--- src/hw/crf_pkg.sv ---
// Purpose: shared constants and types for the CAN receive filter path
// Assumes: one 20 MHz clock, frame fields delivered by a protocol engine
// Notes: segment length fields hold the quantum count minus one
package crf_pkg;
  localparam int ID_W = 29;
  localparam int DLC_W = 4;
  localparam int NBYTES = 8;
  localparam int NFILT = 6;
  localparam int NENT = 8;
  localparam int MASK0_ENT = 6;
  localparam int MASK1_ENT = 7;
  localparam int B0_FILTS = 2;
  localparam logic [ID_W-1:0] STD_ID_BITS = 29'h1FFC0000;
  localparam logic [1:0] HIT_B0_ROLL = 2'h3;
  localparam logic [1:0] HIT_B0_PLAIN = 2'h0;
  localparam logic [2:0] HIT_B1_DEFAULT = 3'h2;
  localparam logic [3:0] ICODE_RECEIVE_BUFFER_0 = 4'hC;
  localparam logic [3:0] ICODE_RECEIVE_BUFFER_1 = 4'hB;
  localparam int CLK_PERIOD_NS = 50;
  localparam int MIN_BIT_NS = 1000;
  localparam int MIN_BIT_CLKS = (MIN_BIT_NS + CLK_PERIOD_NS - 1) / CLK_PERIOD_NS;
  localparam logic [4:0] MIN_TQ = 5'h08;
  localparam logic [4:0] SEG_ENC_OFS = 5'h01;
  localparam logic [4:0] SYNC_TQ = 5'h01;

  typedef enum logic [1:0] {
    RXM_ALL = 2'b00,
    RXM_STD = 2'b01,
    RXM_EXT = 2'b10,
    RXM_ANY = 2'b11
  } crf_rxmode_t;

  typedef enum logic [1:0] {
    BT_SYNC = 2'b00,
    BT_SEG1 = 2'b01,
    BT_SEG2 = 2'b10
  } crf_bt_state_t;

  typedef struct packed {
    logic [ID_W-1:0] id;
    logic ide;
    logic rtr;
    logic [DLC_W-1:0] dlc;
  } crf_hdr_t;

  typedef struct packed {
    crf_hdr_t hdr;
    logic [NBYTES-1:0][7:0] data;
  } crf_frame_t;

  typedef struct packed {
    logic extended_id_select;
    logic [ID_W-1:0] id;
  } crf_filt_t;
endpackage

--- src/hw/crf_rx_filter_path.sv ---
// Purpose: assembly buffer, acceptance filtering, two receive buffers, bit timing
// Assumes: inputs synchronous to clk; protocol engine gives header, bytes, end
// Notes: filter entries 0-5 are filters, 6 and 7 are masks 0 and 1
`timescale 1ns/1ps
module crf_rx_filter_path (
  // clock and reset
  input wire logic clk,
  input wire logic rstn,
  // configuration
  input wire logic cfg_mode,
  input wire logic rollover_enable,
  input wire crf_pkg::crf_rxmode_t receive_mode_sel0,
  input wire crf_pkg::crf_rxmode_t receive_mode_sel1,
  input wire logic [1:0] buffer_rx_int_enable,
  input wire logic error_int_enable,
  // mask and filter access
  input wire logic flt_wr,
  input wire logic [2:0] flt_wr_sel,
  input wire crf_pkg::crf_filt_t flt_wr_data,
  input wire logic [2:0] flt_rd_sel,
  output crf_pkg::crf_filt_t flt_rd_data_q,
  // frame input from protocol engine
  input wire logic rx_sof,
  input wire logic rx_hdr_valid,
  input wire crf_pkg::crf_hdr_t rx_hdr,
  input wire logic rx_byte_valid,
  input wire logic [7:0] rx_byte,
  input wire logic rx_eof,
  input wire logic rx_err,
  // receive buffers and status
  input wire logic [1:0] buffer_clear,
  input wire logic [1:0] overflow_clear,
  output crf_pkg::crf_frame_t receive_buffer_0_q,
  output crf_pkg::crf_frame_t receive_buffer_1_q,
  output logic [1:0] buffer_full_flag_q,
  output logic buffer0_overflow_q,
  output logic buffer1_overflow_q,
  output logic [3:0] buffer0_control_q,
  output logic [3:0] buffer1_control_q,
  output logic [3:0] module_status_icode_q,
  output logic rx_irq_q,
  output logic err_irq_q,
  // bit timing
  input wire logic [5:0] quantum_prescaler,
  input wire logic [2:0] prop_seg_sel,
  input wire logic [2:0] phase_segment_1,
  input wire logic [2:0] phase_segment_2,
  input wire logic [1:0] sjw_sel,
  input wire logic bus_idle,
  input wire logic can_rx,
  output logic tq_tick_q,
  output logic sample_q,
  output logic rx_bit_q,
  output logic tx_bit_start_q,
  output logic timing_cfg_bad_q
);
  crf_pkg::crf_filt_t filt_q [crf_pkg::NENT];
  crf_pkg::crf_frame_t asm_q;
  logic [3:0] byte_idx_q;
  logic frame_act_q;
  logic [crf_pkg::NFILT-1:0] match;
  logic [crf_pkg::ID_W-1:0] cmp_bits;
  logic done, acc0, acc1;
  logic load0, load1, ovf0, ovf1;
  logic f0;
  logic [2:0] f1, code1;
  logic [3:0] code0;

  // mask and filter storage, writable only while configuring
  genvar e;
  generate
    for (e = 0; e < crf_pkg::NENT; e++) begin : g_ent
      always_ff @(posedge clk or negedge rstn) begin
        if (!rstn) begin
          filt_q[e] <= '0;
        end else if (flt_wr && cfg_mode && flt_wr_sel == 3'(e)) begin
          filt_q[e] <= flt_wr_data;
        end
      end
    end
  endgenerate

  always_ff @(posedge clk or negedge rstn) begin
    if (!rstn) begin
      flt_rd_data_q <= '0;
    end else if (cfg_mode) begin
      flt_rd_data_q <= filt_q[flt_rd_sel];
    end else begin
      flt_rd_data_q <= '0;
    end
  end

  // assembly buffer: always takes the next frame, idle while configuring
  always_ff @(posedge clk or negedge rstn) begin
    if (!rstn) begin
      asm_q <= '0;
      byte_idx_q <= '0;
      frame_act_q <= 1'b0;
    end else if (cfg_mode) begin
      frame_act_q <= 1'b0;
    end else begin
      if (rx_sof) begin
        frame_act_q <= 1'b1;
        byte_idx_q <= '0;
      end else if (rx_eof || rx_err) begin
        frame_act_q <= 1'b0;
      end
      if (frame_act_q && rx_hdr_valid) begin
        asm_q.hdr <= rx_hdr;
      end
      if (frame_act_q && rx_byte_valid && byte_idx_q < 4'(crf_pkg::NBYTES)) begin
        asm_q.data[byte_idx_q[2:0]] <= rx_byte;
        byte_idx_q <= byte_idx_q + 4'h1;
      end
    end
  end

  // acceptance: 11 bits for standard frames, all 29 for extended
  assign cmp_bits = asm_q.hdr.ide ? '1 : crf_pkg::STD_ID_BITS;

  genvar i;
  generate
    for (i = 0; i < crf_pkg::NFILT; i++) begin : g_match
      localparam int MI = (i < crf_pkg::B0_FILTS) ? crf_pkg::MASK0_ENT : crf_pkg::MASK1_ENT;
      crf_pkg::crf_rxmode_t mode;
      logic id_ok, type_ok;
      assign mode = (i < crf_pkg::B0_FILTS) ? receive_mode_sel0 : receive_mode_sel1;
      assign id_ok = ((asm_q.hdr.id ^ filt_q[i].id) & filt_q[MI].id & cmp_bits) == '0;
      always_comb begin
        case (mode)
          crf_pkg::RXM_STD: type_ok = !asm_q.hdr.ide && !filt_q[i].extended_id_select;
          crf_pkg::RXM_EXT: type_ok = asm_q.hdr.ide && filt_q[i].extended_id_select;
          default: type_ok = asm_q.hdr.ide == filt_q[i].extended_id_select;
        endcase
      end
      assign match[i] = id_ok && type_ok;
    end
  endgenerate

  // lowest numbered matching filter wins
  always_comb begin
    f0 = !match[0];
    f1 = crf_pkg::HIT_B1_DEFAULT;
    for (int k = crf_pkg::NFILT - 1; k >= crf_pkg::B0_FILTS; k--) begin
      if (match[k]) begin
        f1 = 3'(k);
      end
    end
  end

  // buffer selection, roll-over and overflow
  assign done = frame_act_q && !cfg_mode && (rx_eof || rx_err);
  always_comb begin
    load0 = 1'b0;
    load1 = 1'b0;
    ovf0 = 1'b0;
    ovf1 = 1'b0;
    code1 = f1;
    acc0 = (receive_mode_sel0 == crf_pkg::RXM_ANY) || (rx_eof && |match[1:0]);
    acc1 = (receive_mode_sel1 == crf_pkg::RXM_ANY) || (rx_eof && |match[5:2]);
    if (done) begin
      if (acc0) begin
        if (!buffer_full_flag_q[0]) begin
          load0 = 1'b1;
        end else if (rollover_enable) begin
          code1 = {2'b00, f0};
          if (!buffer_full_flag_q[1]) begin
            load1 = 1'b1;
          end else begin
            ovf1 = 1'b1;
          end
        end else begin
          ovf0 = 1'b1;
        end
      end else if (acc1) begin
        if (!buffer_full_flag_q[1]) begin
          load1 = 1'b1;
        end else begin
          ovf1 = 1'b1;
        end
      end
    end
    code0 = {asm_q.hdr.rtr, rollover_enable ? crf_pkg::HIT_B0_ROLL : crf_pkg::HIT_B0_PLAIN, f0};
  end

  // receive buffers take the whole assembly buffer
  always_ff @(posedge clk or negedge rstn) begin
    if (!rstn) begin
      receive_buffer_0_q <= '0;
      receive_buffer_1_q <= '0;
    end else begin
      if (load0) begin
        receive_buffer_0_q <= asm_q;
      end
      if (load1) begin
        receive_buffer_1_q <= asm_q;
      end
    end
  end

  // full and overflow flags: hardware set wins over software clear
  always_ff @(posedge clk or negedge rstn) begin
    if (!rstn) begin
      buffer_full_flag_q <= '0;
      buffer0_overflow_q <= 1'b0;
      buffer1_overflow_q <= 1'b0;
    end else begin
      buffer_full_flag_q <= {load1, load0} | (buffer_full_flag_q & ~buffer_clear);
      buffer0_overflow_q <= ovf0 | (buffer0_overflow_q & ~overflow_clear[0]);
      buffer1_overflow_q <= ovf1 | (buffer1_overflow_q & ~overflow_clear[1]);
    end
  end

  // control nibbles, status code, interrupts
  always_ff @(posedge clk or negedge rstn) begin
    if (!rstn) begin
      buffer0_control_q <= '0;
      buffer1_control_q <= '0;
      module_status_icode_q <= '0;
    end else if (load0) begin
      buffer0_control_q <= code0;
      module_status_icode_q <= crf_pkg::ICODE_RECEIVE_BUFFER_0;
    end else if (load1) begin
      buffer1_control_q <= {asm_q.hdr.rtr, code1};
      module_status_icode_q <= crf_pkg::ICODE_RECEIVE_BUFFER_1;
    end
  end

  always_ff @(posedge clk or negedge rstn) begin
    if (!rstn) begin
      rx_irq_q <= 1'b0;
      err_irq_q <= 1'b0;
    end else begin
      rx_irq_q <= |({load1, load0} & buffer_rx_int_enable);
      err_irq_q <= (ovf0 || ovf1) && error_int_enable;
    end
  end

  // quantum prescaler: fixed divide by two, then by prescaler plus one
  logic [6:0] presc_q;
  logic tq;
  logic [4:0] seg_q, seg1_len, seg2_len, ntq, sjw_tq;
  logic [2:0] ext_q, short_q;
  logic sync_done_q, rx_prev_q, edge_fall;
  logic [11:0] clks_per_bit;
  crf_pkg::crf_bt_state_t bt_q;

  assign tq = presc_q == {quantum_prescaler, 1'b1};
  assign seg1_len = 5'(prop_seg_sel) + 5'(phase_segment_1) + crf_pkg::SEG_ENC_OFS
                    + crf_pkg::SEG_ENC_OFS + 5'(ext_q);
  assign seg2_len = 5'(phase_segment_2) + crf_pkg::SEG_ENC_OFS - 5'(short_q);
  assign ntq = crf_pkg::SYNC_TQ + 5'(prop_seg_sel) + 5'(phase_segment_1)
               + 5'(phase_segment_2) + 5'(3 * crf_pkg::SEG_ENC_OFS);
  assign sjw_tq = 5'(sjw_sel) + crf_pkg::SEG_ENC_OFS;
  assign edge_fall = rx_prev_q && !can_rx;
  assign clks_per_bit = (12'({quantum_prescaler, 1'b1}) + 12'h001) * 12'(ntq);

  always_ff @(posedge clk or negedge rstn) begin
    if (!rstn) begin
      timing_cfg_bad_q <= 1'b0;
      rx_prev_q <= 1'b1;
    end else begin
      timing_cfg_bad_q <= (ntq < crf_pkg::MIN_TQ) ||
                          (clks_per_bit < 12'(crf_pkg::MIN_BIT_CLKS));
      rx_prev_q <= can_rx;
    end
  end

  // bit timing loop: hard sync when idle, bounded resync inside a frame
  always_ff @(posedge clk or negedge rstn) begin
    if (!rstn) begin
      presc_q <= '0;
      bt_q <= crf_pkg::BT_SYNC;
      seg_q <= '0;
      ext_q <= '0;
      short_q <= '0;
      sync_done_q <= 1'b0;
      tq_tick_q <= 1'b0;
      sample_q <= 1'b0;
      rx_bit_q <= 1'b1;
      tx_bit_start_q <= 1'b0;
    end else if (cfg_mode) begin
      presc_q <= '0;
      bt_q <= crf_pkg::BT_SYNC;
      seg_q <= '0;
      tq_tick_q <= 1'b0;
      sample_q <= 1'b0;
      tx_bit_start_q <= 1'b0;
    end else begin
      presc_q <= tq ? '0 : presc_q + 7'h01;
      tq_tick_q <= tq;
      sample_q <= 1'b0;
      tx_bit_start_q <= 1'b0;
      if (tq) begin
        case (bt_q)
          crf_pkg::BT_SYNC: begin
            bt_q <= crf_pkg::BT_SEG1;
            seg_q <= '0;
          end
          crf_pkg::BT_SEG1: begin
            if (seg_q + 5'h01 >= seg1_len) begin
              bt_q <= crf_pkg::BT_SEG2;
              seg_q <= '0;
              sample_q <= 1'b1;
              rx_bit_q <= can_rx;
            end else begin
              seg_q <= seg_q + 5'h01;
            end
          end
          default: begin
            if (seg_q + 5'h01 >= seg2_len) begin
              bt_q <= crf_pkg::BT_SYNC;
              seg_q <= '0;
              ext_q <= '0;
              short_q <= '0;
              sync_done_q <= 1'b0;
              tx_bit_start_q <= 1'b1;
            end else begin
              seg_q <= seg_q + 5'h01;
            end
          end
        endcase
      end
      if (edge_fall && bus_idle) begin
        presc_q <= '0;
        bt_q <= crf_pkg::BT_SYNC;
        seg_q <= '0;
        ext_q <= '0;
        short_q <= '0;
        sync_done_q <= 1'b1;
      end else if (edge_fall && !sync_done_q && rx_bit_q) begin
        sync_done_q <= 1'b1;
        if (bt_q == crf_pkg::BT_SEG1) begin
          ext_q <= (seg_q + 5'h01 <= sjw_tq) ? 3'(seg_q + 5'h01) : 3'(sjw_tq);
        end else if (bt_q == crf_pkg::BT_SEG2) begin
          if (seg2_len - seg_q <= sjw_tq) begin
            presc_q <= '0;
            bt_q <= crf_pkg::BT_SYNC;
            seg_q <= '0;
            ext_q <= '0;
            short_q <= '0;
          end else begin
            short_q <= 3'(sjw_tq);
          end
        end
      end
    end
  end
endmodule

--- config.mk ---
export PLATFORM = sky130hd
export DESIGN_NAME = crf_rx_filter_path
export DESIGN_NICKNAME = d
export VERILOG_FILES = /design/src/hw/crf_pkg.sv /design/src/hw/crf_rx_filter_path.sv
export SDC_FILE = /design/constraint.sdc
export NUM_CORES = 1
export LEC_CHECK = 0
export ABC_AREA = 1
export BUFFER_PORTS_ARGS = -buffer_cell sky130_fd_sc_hd__buf_4
export CORE_MARGIN = 10
export CORE_UTILIZATION = 50
export CTS_CLUSTER_DIAMETER = 120
export CTS_CLUSTER_SIZE = 12
export DETAILED_ROUTE_END_ITERATION = 6
export PLACE_DENSITY_LB_ADDON = 0.1
export SYNTH_ARGS = -nofsm -noshare
export SYNTH_HDL_FRONTEND = slang
export SYNTH_SLANG_ARGS = --single-unit
--- constraint.sdc ---
create_clock -name clk -period 3.22 [get_ports clk]
set_input_delay 0.805 -clock clk [delete_from_list [all_inputs] [get_ports clk]]
set_output_delay 0.805 -clock clk [all_outputs]
set_load 0.01 [all_outputs]
# After elaboration in Yosys (flattened, before gate mapping)
# Cells that the tools add are included.
[op_classes]
n_addsub = 16
n_mul = 1
magnitude_cmp = 10
n_eq_ne = 23
mux = 107
bitwise_logic = 31
n_reduce_logical = 79
[op_table]
columns = ["operator", "n"]
rows = [
  ["$and A29 B29 Y29", 12],
  ["$logic_not A29 Y1", 6],
  ["$xor A29 B29 Y29", 6],
  ["$bmux W30 S3", 1],
  ["$mux W30", 3],
  ["$mux W3", 25],
  ["$bwmux W64", 1],
  ["$mux W7", 7],
  ["$mux W5", 9],
  ["$logic_and A1 B1 Y1", 40],
  ["$mux W1", 36],
  ["$demux W8 S3", 1],
  ["$mux W2", 10],
  ["$mux W18", 1],
  ["$mux W4", 4],
  ["$eq A3 B3 Y1 const B", 4],
  ["$lt A12 B5 Y1 const B", 1],
  ["$mul A8 B5 Y12", 1],
  ["$pmux W1 S2", 6],
  ["$logic_not A1 Y1", 11],
  ["$add A5 B1 Y5 const B", 2],
  ["$add A5 B3 Y5", 2],
  ["$eq A2 B2 Y1 const B", 5],
  ["$ge A5 B5 Y1", 2],
  ["43 further kinds", 71],
]
[word_totals]
regBits = 617
in_bits = 119
output_inout_bits = 251
elab_cells = 343

# Logic depth before layout (Yosys ltp)
[depth]
word_depth = 14
ltp_mapped = 24
depth_no_buf = 24

# Worst setup path after synthesis
# No wires, ideal clock.
[synth_path]
path_kind = "in2reg"
startpoint = "in prop_seg_sel[2]"
endpoint = "reg timing_cfg_bad_q"
setup_time_ns = 0.083
t_arrival_ns = 5.390
required_ns = 3.137
setup_slack_ns = -2.253
path_stages = 23
path_buffers = 0
cell_sequence = "inv_1 ha_1 fa_1 inv_1 ha_1 fa_1 inv_1 nor2_1 fa_1 fa_1 inv_1 fa_1 inv_1 ha_1 nand3_1 nand3_1 xnor2_1 nand3_1 a21oi_1 o221ai_1 nor2_1 o2111ai_1 o21ai_0"
[synth_between]
elab_chain_cells = 7
word_cells_on_any_way = 8
cone_classes = "add/sub: 4; mul: 1; order compare: 2; reduce/logical: 1"
[synth_rtl]
columns = ["element", "line", "text"]
rows = [
  ["start: declaration", "crf_rx_filter_path.sv:45", "input wire logic [2:0] prop_seg_sel,"],
  ["$add A1 B3 Y4 *", "crf_rx_filter_path.sv:252", "assign ntq = crf_pkg::SYNC_TQ + 5'(prop_seg_sel) + 5'(phase_segment_1)"],
  ["$add A4 B3 Y5 *", "crf_rx_filter_path.sv:252", ""],
  ["$add A5 B3 Y5 *", "crf_rx_filter_path.sv:253", "+ 5'(phase_segment_2) + 5'(3 * crf_pkg::SEG_ENC_OFS);"],
  ["$add A5 B2 Y5 *", "crf_rx_filter_path.sv:253", ""],
  ["$mul A8 B5 Y12", "crf_rx_filter_path.sv:256", "assign clks_per_bit = (12'({quantum_prescaler, 1'b1}) + 12'h001) * 12'(ntq);"],
  ["$lt A12 B5 Y1", "crf_rx_filter_path.sv:264", "(clks_per_bit < 12'(crf_pkg::MIN_BIT_CLKS));"],
  ["$logic_or A1 B1 Y1 *", "crf_rx_filter_path.sv:263", "timing_cfg_bad_q <= (ntq < crf_pkg::MIN_TQ) ||"],
  ["end signal: assignment", "crf_rx_filter_path.sv:263", ""],
  ["end: declaration", "crf_rx_filter_path.sv:55", "output logic timing_cfg_bad_q"],
]
# Mark *: on every way between the ends. The rest lies on a longest branch, timed or not.
# A chain may end at the register's enable or synchronous reset.

# Worst setup path after layout
[layout_path]
startpoint = "in prop_seg_sel[1]"
endpoint = "reg timing_cfg_bad_q"
# The elaborated chain is that of the path after synthesis.

==> key figures <==
Yosys
  – FF+latch count, synth: 614
  – Post-Syn Nets: between 4000 and 5000
  – Post-synthesis average cell area: 7.923 um2
  – Ys Warns: 0
  – Synth cell types: 46
  – Synthesized instance count: between 3000 and 4000
  – Synth Flop Type: dfrtp_1
  – Post-synthesis async set-or-reset flop share: 100.0%
  – Post-synthesis sequential area ratio: between 50% and 60%
  – Post-synth EDFFs: 0
  – Synth Cell Area: 0.03057 mm2

STA
  – Final Hold Viols: 0
  – Setup TNS: -1.653 ns
  – Crit share post-route: 151.3%
  – Final worst slack: -1.653 ns
  – RSZ-0062 raised after global routing: true
  – Max-slew violations: 0
  – Slew headroom: 49.35%
  – Achievable Freq: 0.2052 GHz
  – Worst slew pin tran: approximately 0.76 ns
  – Final setup skew: 0.04726 ns
  – # setup viols final: 1
  – Min Tclk post-route: about 5 ns

Finish
  – NumNets Final: 4424
  – Fin cells: 5006
  – P&R area growth vs syn: 19.64%
  – Fin util: 60.49%
  – Share of cells above drive strength 1: 15.66%

Detailed routing
  – Total wire length: 94.91 mm
  – Via-to-Cell Ratio: 5.395
  – Antenna-violating nets left: 0
  – DRC violations left: 0
  – Vias: 27010
  – Starting DRT DRC Count: between 2000 and 2500
  – Drt pass-1 iters: 6
  – Wire per inst: 18.96 um

Global route
  – Gr usage total: 26.19%
  – Antenna violations before repair: 5
  – Largest net degree at the start of global routing: 139
  – Global route total overflow: 0
  – Number of global-route vias before repair: 25710
  – First-pass GRT wire length: 148.5 mm

Setup path
  – Worst r2r src: short_q[1]$_DFFE_PN0N_
  – R2r setup slk: 0.02 ns
  – Worst Path Arrival: between 5 and 6 ns
  – R2R cell count: 15
  – Reg2reg end: seg_q[4]$_DFF_PN0_
  – Critical Path Fanout Max: 4
  – CP startpoint: prop_seg_sel[1]
  – Critical Path Sink: timing_cfg_bad_q$_DFF_PN0_
  – Crit Path Class: in2reg
  – WP data required: 3.77 ns
  – Critical path startpoint category: input port
  – Crit end category: register

Power
  – Combinational share of power: 28.9%
  – Internal power: 15.28 mW
  – Reg power frac: 44.9%
  – Leakage: about 19 nW
  – Net Sw Frac: 34.78%
  – P per Cell Area: 640.3 mW/mm2
  – Max IR drop VDD: 0.4839 mV
  – Clock share of power: 26.1%
  – Net Sw Power: 8.146 mW

Min path
  – Hold Crit Class: in2async

Clocking
  – Clk Latency, worst-skew pair: 0.65 ns
  – Clock buffer depth: 3
  – Root buf cell: clkbuf_16
  – CTS tree: built
  – Clk sink count: around 600
  – Hold buffer count at CTS: 0
  – # H-tree levels: 2
  – CTS clk-pin slew, worst paths: 0.06 ns
  – TritonCTS buffer count: 57

Die
  – Die Y: 267.3 um
  – DIE WIDTH: about 270 um
  – FP Rows: 90
  – Core area: 0.06047 mm2
  – Die area: between 0.07 and 0.08 mm2
  – # IOs: 370
  – Initial Utilization: roughly 51%

Placed design
  – DPL Wire Length: 66.04 mm
  – Routability congestion estimate from global placement: 0.8928
  – Cells after DPL: ~5000
  – # port buffers: 369

Job
  – Max cap viols: 0

Run status
  – Failing checks: negative setup slack
  – Status: finished, violations left
-- layout make-up --
cell class / count / area [um2]
inverters: 365 / 1383
flip-flops and latches: 614 / 15370
diodes: 4 / 10.01
fillers: 5599 / 23890
repair buffers: 500 / 4101
multi-input cells: 2669 / 13200
well taps: 782 / 978.4
clock buffers: 68 / 1468
clock inverters: 4 / 70.07
-- what timing repair did --
item	CTS	global route
pin swaps	4	7
setup endpoints to repair	10	19
resized for setup	6	21
hold endpoints to repair	0	0
buffers inserted	2	5
cloned	0	0
-- sequential cells by signal (all words and copies together), names as in the netlist, 2 cells and up --
| name | cells |
|---|---|
| filt_q | 240 |
| asm_q | 99 |
| receive_buffer_0_q | 99 |
| receive_buffer_1_q | 99 |
| flt_rd_data_q | 30 |
| presc_q | 7 |
| seg_q | 5 |
| buffer1_control_q | 4 |
| byte_idx_q | 4 |
| ext_q | 3 |
| module_status_icode_q | 3 |
| short_q | 3 |
| bt_q | 2 |
| buffer0_control_q | 2 |
| buffer_full_flag_q | 2 |
-- critical path, stage by stage --
cell and delay [ns]:
buf_6 0.10, fa_2 0.37, inv_2 0.06, fa_1 0.40
inv_1 0.07, ha_2 0.17, fa_2 0.46, inv_2 0.11
nor2_2 0.05, fa_1 0.47, fa_1 0.51, inv_1 0.05
fa_1 0.49, inv_2 0.04, ha_4 0.28, nand3_2 0.07
nand3_2 0.08, xnor2_1 0.12, nand3_1 0.10, a21oi_2 0.13
o221ai_1 0.11, nor2_1 0.14, o2111ai_2 0.11, o21ai_1 0.11
-- synthesized netlist by cell type, drive strengths merged (23+ instances only) --
| cell type | number | area share [%] |
|---|---|---|
| nand2 | 1206 | 15 |
| dfrtp | 612 | 50 |
| o21ai | 580 | 9.5 |
| inv | 365 | 4.5 |
| nand3 | 227 | 3.7 |
| nor2 | 196 | 2.4 |
| a21oi | 180 | 3.0 |
| clkbuf | 122 | 1.5 |
| buf | 89 | 1.6 |
| ha | 74 | 3.0 |
| nand4 | 65 | 1.3 |
| a31oi | 31 | 0.63 |
| fa | 24 | 1.6 |
| xor2 | 23 | 0.66 |
-- metrics by stage --
stage	area (um2)	power, mW	hold WS, ns	setup WS [ns]
global route	36580	24.93	0.1419	-1.868
finish	36580	23.42	0.1451	-1.653
detailed placement	34860	17.38	0.4592	-2.361
CTS	36440	23.55	0.1208	-1.613
floorplan	30730	14.28	0.4430	-1.955
global placement	34860	17.25	0.4524	-2.347
-- cell families (layout without fill, tap and decap cells) --
logic type	after synthesis	after routing	share of synthesized area, %
AO/OA/AOI/OAI	824	824	13.91
AND/OR/NAND/NOR	1715	1715	22.77
flip-flops	614	614	50.26
adder cells (fa/ha/maj)	98	98	4.600
other	0	4	0
buffers and inverters	576	937	7.534
XOR/XNOR	32	32	0.9167
-- cell usage in the layout, fill, tap and decap left out, drive strengths merged, types with 3 or more instances in the layout --
cell    netlist  final
xor2         23     23
buf          89    500
a21oi       180    180
fa           24     24
nand3       227    227
nor2        196    196
inv         365    368
o221ai        4      4
a31oi        31     31
ha           74     74
or2          13     13
nand2      1206   1206
o22ai        13     13
nand4        65     65
a22o          4      4
xnor2         9      9
o21ai       580    580
nor3          3      3
diode         0      4
clkbuf      122     68
o21a          4      4
dfrtp       612    612
-- power groups by stage --
stage                     Clock (mW)  Sequential [mW]  Combinational, mW
after floorplan                    0             10.4               3.83
after global placement             0             10.6               6.65
after detailed placement           0             10.6               6.76
after CTS                       6.24             10.5               6.81
after global routing            6.54             10.7               7.67
final                           6.12             10.5               6.78
-- per-layer routing --
layer	vias to the layer above	GRT usage (%)	share of wire, %
met2	772	43.82	49
met4	4	7.508	2.6
met1	12950	34.75	42
met5	-	0	0.028
li1	13160	-	-
met3	127	4.091	6.3
-- how the worst min path moves through the flow --
stage,slack (ns),depth (start not counted),to
after global routing,0.14,1,asm_q[60]$_DFFE_PN0P_
after CTS,0.12,1,asm_q[60]$_DFFE_PN0P_
after floorplan,0.44,1,presc_q[0]$_DFF_PN0_
after detailed placement,0.46,2,receive_buffer_1_q[57]$_DFFE_PN0P_
final,0.15,1,asm_q[12]$_DFFE_PN0P_
after global placement,0.45,2,module_status_icode_q[3]$_DFFE_PN0P_
(Power assumes the default switching activity.)
